File: config.mk
export PLATFORM = sky130hd
export DESIGN_NAME = uafd_device_flat
export DESIGN_NICKNAME = d
export VERILOG_FILES = /design/src/shared/uafd_pkg.sv /design/src/shared/uafd_if.sv /design/src/verilog/uafd_device.sv /design/src/flat_wrapper.sv
export VERILOG_INCLUDE_DIRS = /design/src /design/src/shared
export SDC_FILE = /design/constraint.sdc
export NUM_CORES = 1
export LEC_CHECK = 0
export BUFFER_PORTS_ARGS = -buffer_cell sky130_fd_sc_hd__buf_2
export CAP_MARGIN = 40
export CORE_ASPECT_RATIO = 1.1
export CORE_MARGIN = 1
export CORE_UTILIZATION = 39
export CTS_CLUSTER_DIAMETER = 150
export DETAILED_ROUTE_END_ITERATION = 7
export GPL_ROUTABILITY_DRIVEN = 1
export GPL_TIMING_DRIVEN = 0
export PLACE_DENSITY = 0.59
export SKIP_LAST_GASP = 1
export SYNTH_ARGS = -nofsm -noshare
export SYNTH_HDL_FRONTEND = slang
export SYNTH_SLANG_ARGS = --single-unit
File: constraint.sdc
create_clock -name i_sys_clk -period 7.2 [get_ports i_sys_clk]
set_input_delay 0.36 -clock i_sys_clk [delete_from_list [all_inputs] [get_ports i_sys_clk]]
set_output_delay 0.36 -clock i_sys_clk [all_outputs]
set_load 0.05 [all_outputs]
File: src/shared/uafd_defs.svh
// Operation
// - oversample 16x normal, 8x double speed
// - voting starts sample 8/4, middle 9/5
// - normal 8-bit frames tolerate 95.36-104.58 percent
// - sender keeps own rate error near half
// - filter mode drops data frames entirely
// - transmitter ignores the filter mode setting
// - type bit: first stop, or ninth bit
// - type one is address, zero is data
// - address frames stored and flagged as normal
// - filter cleared means all frames accepted
// - master sends nine-bit frames, ninth marks address
// - short frames need two stop bits sent
// - one data port: write transmits, read receives
// - short characters: upper bits ignored or zero
// - write while buffer full is ignored
// - buffer moves to shifter once shifter empty
// - two-entry receive FIFO advances on every read
// - start bit valid by vote 8-10 / 4-6
// - receive complete means unread data present
// - data register empty reads one after reset
`ifndef UAFD_DEFS_SVH
`define UAFD_DEFS_SVH

`define UAFD_SAMPLES_NORM 5'h10
`define UAFD_SAMPLES_DBL 5'h08
`define UAFD_VOTE_FIRST_NORM 5'h08
`define UAFD_VOTE_FIRST_DBL 5'h04
`define UAFD_VOTE_SPAN 5'h02
`define UAFD_SAMPLE_MID_NORM 5'h09
`define UAFD_SAMPLE_FIRST 5'h01
`define UAFD_SAMPLE_STEP 5'h01
`define UAFD_CHAR_9BIT 3'h7
`define UAFD_CHAR_BASE_BITS 4'h5
`define UAFD_NINE_BITS 4'h9
`define UAFD_NINTH_IDX 4'h8
`define UAFD_RXFIFO_DEPTH 2'h2

`define UAFD_OFS_CTRL 8'h00
`define UAFD_OFS_DIV 8'h04
`define UAFD_OFS_TXDATA 8'h08
`define UAFD_OFS_RXDATA 8'h0C
`define UAFD_OFS_STATUS 8'h10
`define UAFD_CTRL_RESET 4'h7
`define UAFD_DIV_RESET 16'h000F

`endif

File: src/shared/uafd_pkg.sv
`include "uafd_defs.svh"
package uafd_pkg;
    typedef enum logic [1:0] {
        RX_IDLE = 2'b00,
        RX_START = 2'b01,
        RX_BITS = 2'b10,
        RX_STOP = 2'b11
    } uafd_rx_state_type;

    typedef enum logic [1:0] {
        TX_IDLE = 2'b00,
        TX_START = 2'b01,
        TX_BITS = 2'b10
    } uafd_tx_state_type;

    typedef struct packed {
        logic fe;
        logic [8:0] data;
    } uafd_rx_entry_type;

    function automatic logic [3:0] uafd_data_bits(input logic [2:0] code);
        uafd_data_bits = (code == `UAFD_CHAR_9BIT) ? `UAFD_NINE_BITS :
            `UAFD_CHAR_BASE_BITS + {2'h0, code[1:0]};
    endfunction

    function automatic logic [8:0] uafd_char_mask(input logic [3:0] n);
        uafd_char_mask = ~(9'h1FF << n);
    endfunction

    function automatic logic uafd_majority(input logic a, input logic b, input logic c);
        uafd_majority = (a & b) | (a & c) | (b & c);
    endfunction

    // bit i after the start bit; stops are high unless ts puts the type bit in the first stop
    function automatic logic uafd_frame_bit(input logic [8:0] d, input logic [3:0] n,
                                            input logic [3:0] i, input logic ts);
        if (i < n) begin
            uafd_frame_bit = d[i];
        end else if (ts && i == n) begin
            uafd_frame_bit = d[`UAFD_NINTH_IDX];
        end else begin
            uafd_frame_bit = 1'b1;
        end
    endfunction
endpackage

File: src/shared/uafd_if.sv
`timescale 1ns/1ps
`default_nettype none
interface uafd_if;
    logic dev_to_node;
    logic node_to_dev;
    modport device(output dev_to_node, input node_to_dev);
    modport node(input dev_to_node, output node_to_dev);
endinterface
`default_nettype wire

File: src/verilog/uafd_device.sv
// The AHB-Lite register port and the register addresses were chosen for this implementation.
`timescale 1ns/1ps
`default_nettype none
`include "uafd_defs.svh"
module uafd_device #(
    parameter int DIV_W = 16
) (
    uafd_if.device link,
    input wire logic i_sys_clk,
    input wire logic i_srst,
    input wire logic [DIV_W-1:0] i_baud_divisor,
    input wire logic i_double_speed_select,
    input wire logic [2:0] i_char_size_code,
    input wire logic i_stop_bit_select,
    input wire logic i_address_filter_mode,
    input wire logic i_rx_en,
    input wire logic i_tx_en,
    input wire logic i_dp_wr,
    input wire logic [7:0] i_dp_wdata,
    input wire logic i_tx_ninth_bit,
    input wire logic i_dp_rd,
    input wire logic i_txc_clear,
    output logic [7:0] o_dp_rdata,
    output logic o_rx_ninth_bit,
    output logic o_receive_complete,
    output logic o_data_reg_empty_flag,
    output logic o_transmit_complete_flag,
    output logic o_frame_error,
    output logic o_data_overrun
);
    logic [DIV_W-1:0] div_cnt_q;
    logic tick;
    logic [4:0] s_len;
    logic [4:0] s_first;
    logic [3:0] nbits;
    logic rx_in;

    assign tick = (div_cnt_q == '0);
    assign s_len = i_double_speed_select ? `UAFD_SAMPLES_DBL : `UAFD_SAMPLES_NORM;
    assign s_first = i_double_speed_select ? `UAFD_VOTE_FIRST_DBL : `UAFD_VOTE_FIRST_NORM;
    assign nbits = uafd_pkg::uafd_data_bits(i_char_size_code);
    assign rx_in = link.node_to_dev;

    always_ff @(posedge i_sys_clk) begin
        if (i_srst) begin
            div_cnt_q <= '0;
        end else if (tick) begin
            div_cnt_q <= i_baud_divisor;
        end else begin
            div_cnt_q <= div_cnt_q - 1'b1;
        end
    end

    // receiver
    uafd_pkg::uafd_rx_state_type rst_q;
    logic rx_prev_q;
    logic [4:0] rsamp_q;
    logic [3:0] rbit_q;
    logic [1:0] vote_q;
    logic [8:0] rdata_q;
    logic vote_end;
    logic maj;
    logic frame_done;
    logic type_bit;
    logic accept;

    assign vote_end = tick && (rsamp_q == s_first + `UAFD_VOTE_SPAN);
    assign maj = uafd_pkg::uafd_majority(vote_q[1], vote_q[0], rx_in);
    assign frame_done = vote_end && (rst_q == uafd_pkg::RX_STOP);
    assign type_bit = (nbits == `UAFD_NINE_BITS) ? rdata_q[`UAFD_NINTH_IDX] : maj;
    // only data frames (type zero) are dropped, and only while filtering
    assign accept = frame_done && !(i_address_filter_mode && !type_bit);

    always_ff @(posedge i_sys_clk) begin
        if (i_srst || !i_rx_en) begin
            rst_q <= uafd_pkg::RX_IDLE;
            rx_prev_q <= 1'b1;
            rsamp_q <= `UAFD_SAMPLE_FIRST;
            rbit_q <= '0;
            vote_q <= '0;
            rdata_q <= '0;
        end else if (tick) begin
            rx_prev_q <= rx_in;
            rsamp_q <= (rsamp_q == s_len) ? `UAFD_SAMPLE_FIRST : rsamp_q + `UAFD_SAMPLE_STEP;
            if (rsamp_q >= s_first && rsamp_q < s_first + `UAFD_VOTE_SPAN) begin
                vote_q <= {vote_q[0], rx_in};
            end
            unique case (rst_q)
                uafd_pkg::RX_IDLE: begin
                    // the first low sample counts as sample one
                    if (rx_prev_q && !rx_in) begin
                        rst_q <= uafd_pkg::RX_START;
                        rsamp_q <= `UAFD_SAMPLE_FIRST + `UAFD_SAMPLE_STEP;
                    end else begin
                        rsamp_q <= `UAFD_SAMPLE_FIRST;
                    end
                end
                uafd_pkg::RX_START: begin
                    if (vote_end) begin
                        if (maj) begin
                            rst_q <= uafd_pkg::RX_IDLE;
                        end
                    end else if (rsamp_q == s_len) begin
                        rst_q <= uafd_pkg::RX_BITS;
                        rbit_q <= '0;
                        rdata_q <= '0;
                    end
                end
                uafd_pkg::RX_BITS: begin
                    if (vote_end) begin
                        rdata_q[rbit_q] <= maj;
                    end else if (rsamp_q == s_len) begin
                        if (rbit_q == nbits - 4'h1) begin
                            rst_q <= uafd_pkg::RX_STOP;
                        end else begin
                            rbit_q <= rbit_q + 4'h1;
                        end
                    end
                end
                uafd_pkg::RX_STOP: begin
                    // leave right after the stop vote so an early next start is caught
                    if (vote_end) begin
                        rst_q <= uafd_pkg::RX_IDLE;
                    end
                end
            endcase
        end
    end

    // two-entry receive FIFO; entry 0 is always the head so read data comes from flops
    uafd_pkg::uafd_rx_entry_type ent_q [0:1];
    logic [1:0] count_q;
    logic pop;
    logic push;
    logic [1:0] wpos;
    logic dor_q;

    assign pop = i_dp_rd && (count_q != 2'h0);
    assign push = accept && ((count_q != `UAFD_RXFIFO_DEPTH) || pop);
    assign wpos = count_q - {1'b0, pop};

    always_ff @(posedge i_sys_clk) begin
        if (i_srst || !i_rx_en) begin
            count_q <= '0;
            ent_q[0] <= '0;
            ent_q[1] <= '0;
        end else begin
            if (pop) begin
                ent_q[0] <= ent_q[1];
            end
            if (push) begin
                ent_q[wpos[0]] <= '{fe: !maj, data: rdata_q};
            end
            count_q <= count_q + {1'b0, push} - {1'b0, pop};
        end
    end

    // a frame that finds the FIFO full with no read in the same cycle is lost; a new loss wins over the clearing read
    always_ff @(posedge i_sys_clk) begin
        if (i_srst || !i_rx_en) begin
            dor_q <= 1'b0;
        end else if (accept && !push) begin
            dor_q <= 1'b1;
        end else if (pop) begin
            dor_q <= 1'b0;
        end
    end

    assign o_receive_complete = (count_q != 2'h0);
    assign o_dp_rdata = ent_q[0].data[7:0];
    assign o_rx_ninth_bit = ent_q[0].data[`UAFD_NINTH_IDX];
    assign o_frame_error = ent_q[0].fe && o_receive_complete;
    assign o_data_overrun = dor_q;

    // transmitter; nothing here looks at the filter mode
    uafd_pkg::uafd_tx_state_type tst_q;
    logic [8:0] tbuf_q;
    logic tbuf_full_q;
    logic [8:0] tsh_q;
    logic [4:0] tsamp_q;
    logic [3:0] tbit_q;
    logic [3:0] tlast;
    logic txd_q;
    logic txc_q;
    logic wr_ok;
    logic load;
    logic bit_end;
    logic tx_end;

    assign wr_ok = i_dp_wr && !tbuf_full_q;
    assign load = tbuf_full_q && i_tx_en && (tst_q == uafd_pkg::TX_IDLE);
    assign tlast = nbits + {3'h0, i_stop_bit_select};
    assign bit_end = tick && (tsamp_q == s_len);
    assign tx_end = bit_end && (tst_q == uafd_pkg::TX_BITS) && (tbit_q == tlast) && !tbuf_full_q;

    always_ff @(posedge i_sys_clk) begin
        if (i_srst) begin
            tbuf_full_q <= 1'b0;
            tbuf_q <= '0;
        end else if (wr_ok) begin
            tbuf_full_q <= 1'b1;
            tbuf_q <= {i_tx_ninth_bit, i_dp_wdata} & uafd_pkg::uafd_char_mask(nbits);
        end else if (load) begin
            tbuf_full_q <= 1'b0;
        end
    end

    always_ff @(posedge i_sys_clk) begin
        if (i_srst) begin
            tst_q <= uafd_pkg::TX_IDLE;
            tsh_q <= '0;
            tsamp_q <= `UAFD_SAMPLE_FIRST;
            tbit_q <= '0;
            txd_q <= 1'b1;
        end else if (load) begin
            tst_q <= uafd_pkg::TX_START;
            tsh_q <= tbuf_q;
            tsamp_q <= `UAFD_SAMPLE_FIRST;
            txd_q <= 1'b0;
        end else if (tick) begin
            tsamp_q <= (tsamp_q == s_len) ? `UAFD_SAMPLE_FIRST : tsamp_q + `UAFD_SAMPLE_STEP;
            if (tsamp_q == s_len) begin
                unique case (tst_q)
                    uafd_pkg::TX_IDLE: begin
                        txd_q <= 1'b1;
                    end
                    uafd_pkg::TX_START: begin
                        tst_q <= uafd_pkg::TX_BITS;
                        tbit_q <= '0;
                        txd_q <= uafd_pkg::uafd_frame_bit(tsh_q, nbits, 4'h0, 1'b0);
                    end
                    uafd_pkg::TX_BITS: begin
                        if (tbit_q == tlast) begin
                            tst_q <= uafd_pkg::TX_IDLE;
                        end else begin
                            tbit_q <= tbit_q + 4'h1;
                            txd_q <= uafd_pkg::uafd_frame_bit(tsh_q, nbits, tbit_q + 4'h1, 1'b0);
                        end
                    end
                    default: begin
                        tst_q <= uafd_pkg::TX_IDLE;
                    end
                endcase
            end
        end
    end

    // set wins over the clearing write
    always_ff @(posedge i_sys_clk) begin
        if (i_srst) begin
            txc_q <= 1'b0;
        end else if (tx_end) begin
            txc_q <= 1'b1;
        end else if (i_txc_clear) begin
            txc_q <= 1'b0;
        end
    end

    assign link.dev_to_node = txd_q;
    assign o_data_reg_empty_flag = !tbuf_full_q;
    assign o_transmit_complete_flag = txc_q;
endmodule
`default_nettype wire

File: src/flat_wrapper.sv
// flat-port wrapper written by rule: the top's interface ports become plain ports
module uafd_device_flat 
#(
    parameter int DIV_W = 16
)
  (i_sys_clk, i_srst, i_baud_divisor, i_double_speed_select, i_char_size_code, i_stop_bit_select, i_address_filter_mode, i_rx_en, i_tx_en, i_dp_wr, i_dp_wdata, i_tx_ninth_bit, i_dp_rd, i_txc_clear, o_dp_rdata, o_rx_ninth_bit, o_receive_complete, o_data_reg_empty_flag, o_transmit_complete_flag, o_frame_error, o_data_overrun, link_dev_to_node, link_node_to_dev);
  uafd_if link_i ();
  input wire logic i_sys_clk;
  input wire logic i_srst;
  input wire logic [DIV_W-1:0] i_baud_divisor;
  input wire logic i_double_speed_select;
  input wire logic [2:0] i_char_size_code;
  input wire logic i_stop_bit_select;
  input wire logic i_address_filter_mode;
  input wire logic i_rx_en;
  input wire logic i_tx_en;
  input wire logic i_dp_wr;
  input wire logic [7:0] i_dp_wdata;
  input wire logic i_tx_ninth_bit;
  input wire logic i_dp_rd;
  input wire logic i_txc_clear;
  output logic [7:0] o_dp_rdata;
  output logic o_rx_ninth_bit;
  output logic o_receive_complete;
  output logic o_data_reg_empty_flag;
  output logic o_transmit_complete_flag;
  output logic o_frame_error;
  output logic o_data_overrun;
  output wire logic [$bits(link_i.dev_to_node)-1:0] link_dev_to_node;
  input wire logic [$bits(link_i.node_to_dev)-1:0] link_node_to_dev;
  assign link_dev_to_node = link_i.dev_to_node;
  assign link_i.node_to_dev = link_node_to_dev;
  uafd_device #(.DIV_W(DIV_W)) u_core (.link(link_i), .i_sys_clk(i_sys_clk), .i_srst(i_srst), .i_baud_divisor(i_baud_divisor), .i_double_speed_select(i_double_speed_select), .i_char_size_code(i_char_size_code), .i_stop_bit_select(i_stop_bit_select), .i_address_filter_mode(i_address_filter_mode), .i_rx_en(i_rx_en), .i_tx_en(i_tx_en), .i_dp_wr(i_dp_wr), .i_dp_wdata(i_dp_wdata), .i_tx_ninth_bit(i_tx_ninth_bit), .i_dp_rd(i_dp_rd), .i_txc_clear(i_txc_clear), .o_dp_rdata(o_dp_rdata), .o_rx_ninth_bit(o_rx_ninth_bit), .o_receive_complete(o_receive_complete), .o_data_reg_empty_flag(o_data_reg_empty_flag), .o_transmit_complete_flag(o_transmit_complete_flag), .o_frame_error(o_frame_error), .o_data_overrun(o_data_overrun));
endmodule
==> results_dict.tcl <==
set metrics [dict create \
    worstSetupPathType "reg2reg" \
    fmax_ghz 0.325 \
    synth_ff_type "dfxtp_1" \
    place_hpwl_mm 8.13 \
    wl_mm 10.9 \
    async_flop_share_pct 0 \
    synth_top_area_share_pct 29.4 \
    cts_hold_buf 0 \
    drtIter0Drc 178 \
    grt_max_degree 17 \
    synth_nets 634 \
    final_cells 796 \
    p_int_uw 962 \
    tns_ns 0 \
    synth.area.top_cells "dfxtp_1, edfxtp_1, ha_1" \
    postSynthCellCount 570 \
    critPathRequiredTime_ns 7.25 \
    num_io_pins 54 \
    post-place-cells 780 \
    postCtsSetupBuffers 0 \
    setup_viol 0 \
    n_antenna_cell 0 \
    tightest_slew_ns 0.722 \
    core_area_sq_um 12600 \
    p_switching_uw 450 \
    synth_edf_count 20 \
    avgViaCountPerCell 5.21 \
    rsz0062_at_grt "false" \
    maxCapViolCount 0 \
    status "finished, final reports clean" \
    dr.pass1.iters 4 \
    p_per_area_nw_per_um2 245 \
    grt_use_total_pct 17.7 \
    relSlewSlack_pct 51.5 \
    drv_slew 0 \
    die_area_sq_um 13400 \
    finClkSkew_ns 0.00670 \
    fin_crit_ns 3.08 \
    clockPowerShare_pct 31.6 \
    synth_warnings 0 \
    pwr-share-seq_pct 44.3 \
    worst_ir_drop_vdd_mv 0.125 \
    path_max_fanout 10 \
    nFillCells 1300 \
    hold_path_class "in2reg" \
    worstSkewPairLatency_ns 0.35 \
    drc 0 \
    power_leakage_uw 0.00229 \
    cts_htree_levels 3 \
    grt_pass1_vias 3953 \
    synth_top_area_cell "dfxtp_1" \
    syn_area_sq_um 5040 \
    ctsResizeCount 0 \
    synth-seq-cells 94 \
    power_frac_comb_pct 24.2 \
    cts_tree "done" \
    dieWidth_um 110 \
    timing.final.crit_share_pct 42.8 \
    clk_pin_slew_ns 0.07 \
    num_rows 43 \
    cts-root-buf "clkbuf_16" \
    globalplace.congestion 0.795 \
    globalRoute.totalOverflow 0 \
    cp_data_arrival_time_ns 3.13 \
    finalHoldViolations 0 \
    end_kind "register" \
    syn2layout_area_growth_pct 14.6 \
    synth_cell_types 67 \
    cts_inserted_buffers 9 \
    antenna_found_initial 0 \
    nets 698 \
    via_count 4148 \
    drive_gt1_share_pct 15.5 \
    start_util_pct 40.0 \
    startpoint_type "register" \
    cts_buffer_depth 2 \
    cts.sinks 94 \
    post_drt_wl_per_cell_um 13.7 \
    switching_share_pct 31.9 \
    antenna_left 0 \
    yosysSeqAreaShare_pct 41.3 \
    syn_area_per_cell_sq_um 8.84 \
    die_h_um 121 \
    grt_pass1_wl_mm 18.4 \
    port_buffers 52 \
]
-- logic make-up (layout without fill, tap and decap cells) --
logic type | count (synthesis) | in the layout | synth area share, %
adder cells (fa/ha/maj) | 26 | 26 | 6.41
flip-flops | 94 | 94 | 41.3
XOR/XNOR | 28 | 28 | 4.87
AND/OR/NAND/NOR | 236 | 236 | 24.2
buffers and inverters | 66 | 135 | 5.71
AO/OA/AOI/OAI | 103 | 103 | 13.6
multiplexers | 17 | 17 | 3.90
-- flip-flops by register name, indices dropped and copies added (netlist names), 4 cells and up, named ones only --
signal and count:
u_core.ent_q 20, u_core.div_cnt_q 16, u_core.rdata_q 9, u_core.tbuf_q 9, u_core.tsh_q 9, u_core.rsamp_q 5, u_core.tsamp_q 5, u_core.rbit_q 4
u_core.tbit_q 4
-- final cells by class --
cell class | count | area, sq um | share of cell area [%]
plain buffers | 33 | 164 | 2.84
clock buffers | 9 | 225 | 3.90
clock inverters | 7 | 50.0 | 0.867
inverters | 33 | 124 | 2.15
multi-input cells | 410 | 2670 | 46.2
flip-flops and latches | 94 | 2080 | 36.1
well taps | 157 | 196 | 3.40
repair buffers | 53 | 265 | 4.59
-- synthesized netlist by cell type, types with 4 or more instances --
cell type and count:
nor2b_1 8, a21bo_2 5, a21boi_0 4, buf_4 8, nand4_1 10, o31ai_1 8
nand2b_1 6, a211oi_1 10, ha_1 25, dfxtp_1 74, a311oi_1 4, nor4_1 4
and2_1 11, nor2_1 51, o21ai_0 17, inv_1 33, nand2_1 78, edfxtp_1 20
clkbuf_1 20, nor3_1 13, xor2_1 12, a21oi_1 33, mux2i_1 14, xnor2_1 16
nand3_1 21
-- metal layers --
metal  GRT usage (%)  wire (um)
met3            2.20        288
met1            22.1       5100
met5               0          0
met4            9.13        269
met2            29.7       5230
-- power groups by stage --
stage | Sequential [uW] | Clock, uW | Combinational [uW]
floorplan | 630 | 0 | 266
global placement | 635 | 0 | 336
detailed placement | 636 | 0 | 342
CTS | 625 | 458 | 344
global route | 632 | 474 | 384
finish | 625 | 446 | 341
-- placed cells by master, fill, tap and decap left out, drive strengths merged, types with 3 or more instances in the layout --
cell,synthesis,layout
o221ai,3,3
clkinv,0,4
nor3,14,14
a21oi,33,33
a21boi,4,4
nor2b,8,8
nand2,78,78
or3,4,4
buf,13,66
xor2,12,12
mux2i,14,14
nor4b,4,4
inv,33,34
o31ai,8,8
xnor2,16,16
nand3,21,21
nor3b,3,3
or2,4,4
nand2b,6,6
ha,25,25
nor4,5,5
a211oi,10,10
or4,4,4
nand4,10,10
and2,11,11
a21bo,5,5
o21ai,17,17
nor2,51,51
clkbuf,20,29
a311oi,4,4
dfxtp,74,74
edfxtp,20,20
nand4b,3,3
-- stage by stage --
| step | power [uW] | instance area, sq um | setup slack (ns) | hold WS, ns | util [%] |
|---|---|---|---|---|---|
| 2_1_floorplan | 895 | 5040 | 4.18 | 0.432 | - |
| 3_3_place_gp | 970 | 5490 | 3.77 | 0.439 | 43.6 |
| 3_5_place_dp | 978 | 5500 | 4.01 | 0.445 | 43.7 |
| 4_1_cts | 1430 | 5770 | 4.13 | 0.235 | 45.9 |
| 5_1_grt | 1490 | 5770 | 3.86 | 0.247 | 45.9 |
| 6_report | 1410 | 5770 | 4.12 | 0.244 | 45.9 |
-- critical path, cell delays in order, from the launching register on --
cell and delay [ns]:
dfxtp_1 0.35, inv_1 0.07, ha_1 0.20, nor2b_1 0.30, nand4b_4 0.21, or2_0 0.26, buf_6 0.15, or4_4 0.52
o21ai_0 0.43, buf_2 0.29
-- path summary, 6_finish.rpt --
path,from,to,slack [ns],depth (start not counted)
worst max register to register,u_core.div_cnt_q[0],u_core.ent_q[1][3],4.12,9
worst min register to register,u_core.tsh_q[1],u_core.tsh_q[1],0.45,2
worst min-delay path,i_dp_wdata[0],u_core.tbuf_q[0],0.24,3
worst max-delay path,u_core.div_cnt_q[0],u_core.ent_q[1][3],4.12,9
Note: power is estimated with default switching activity, not from simulation.
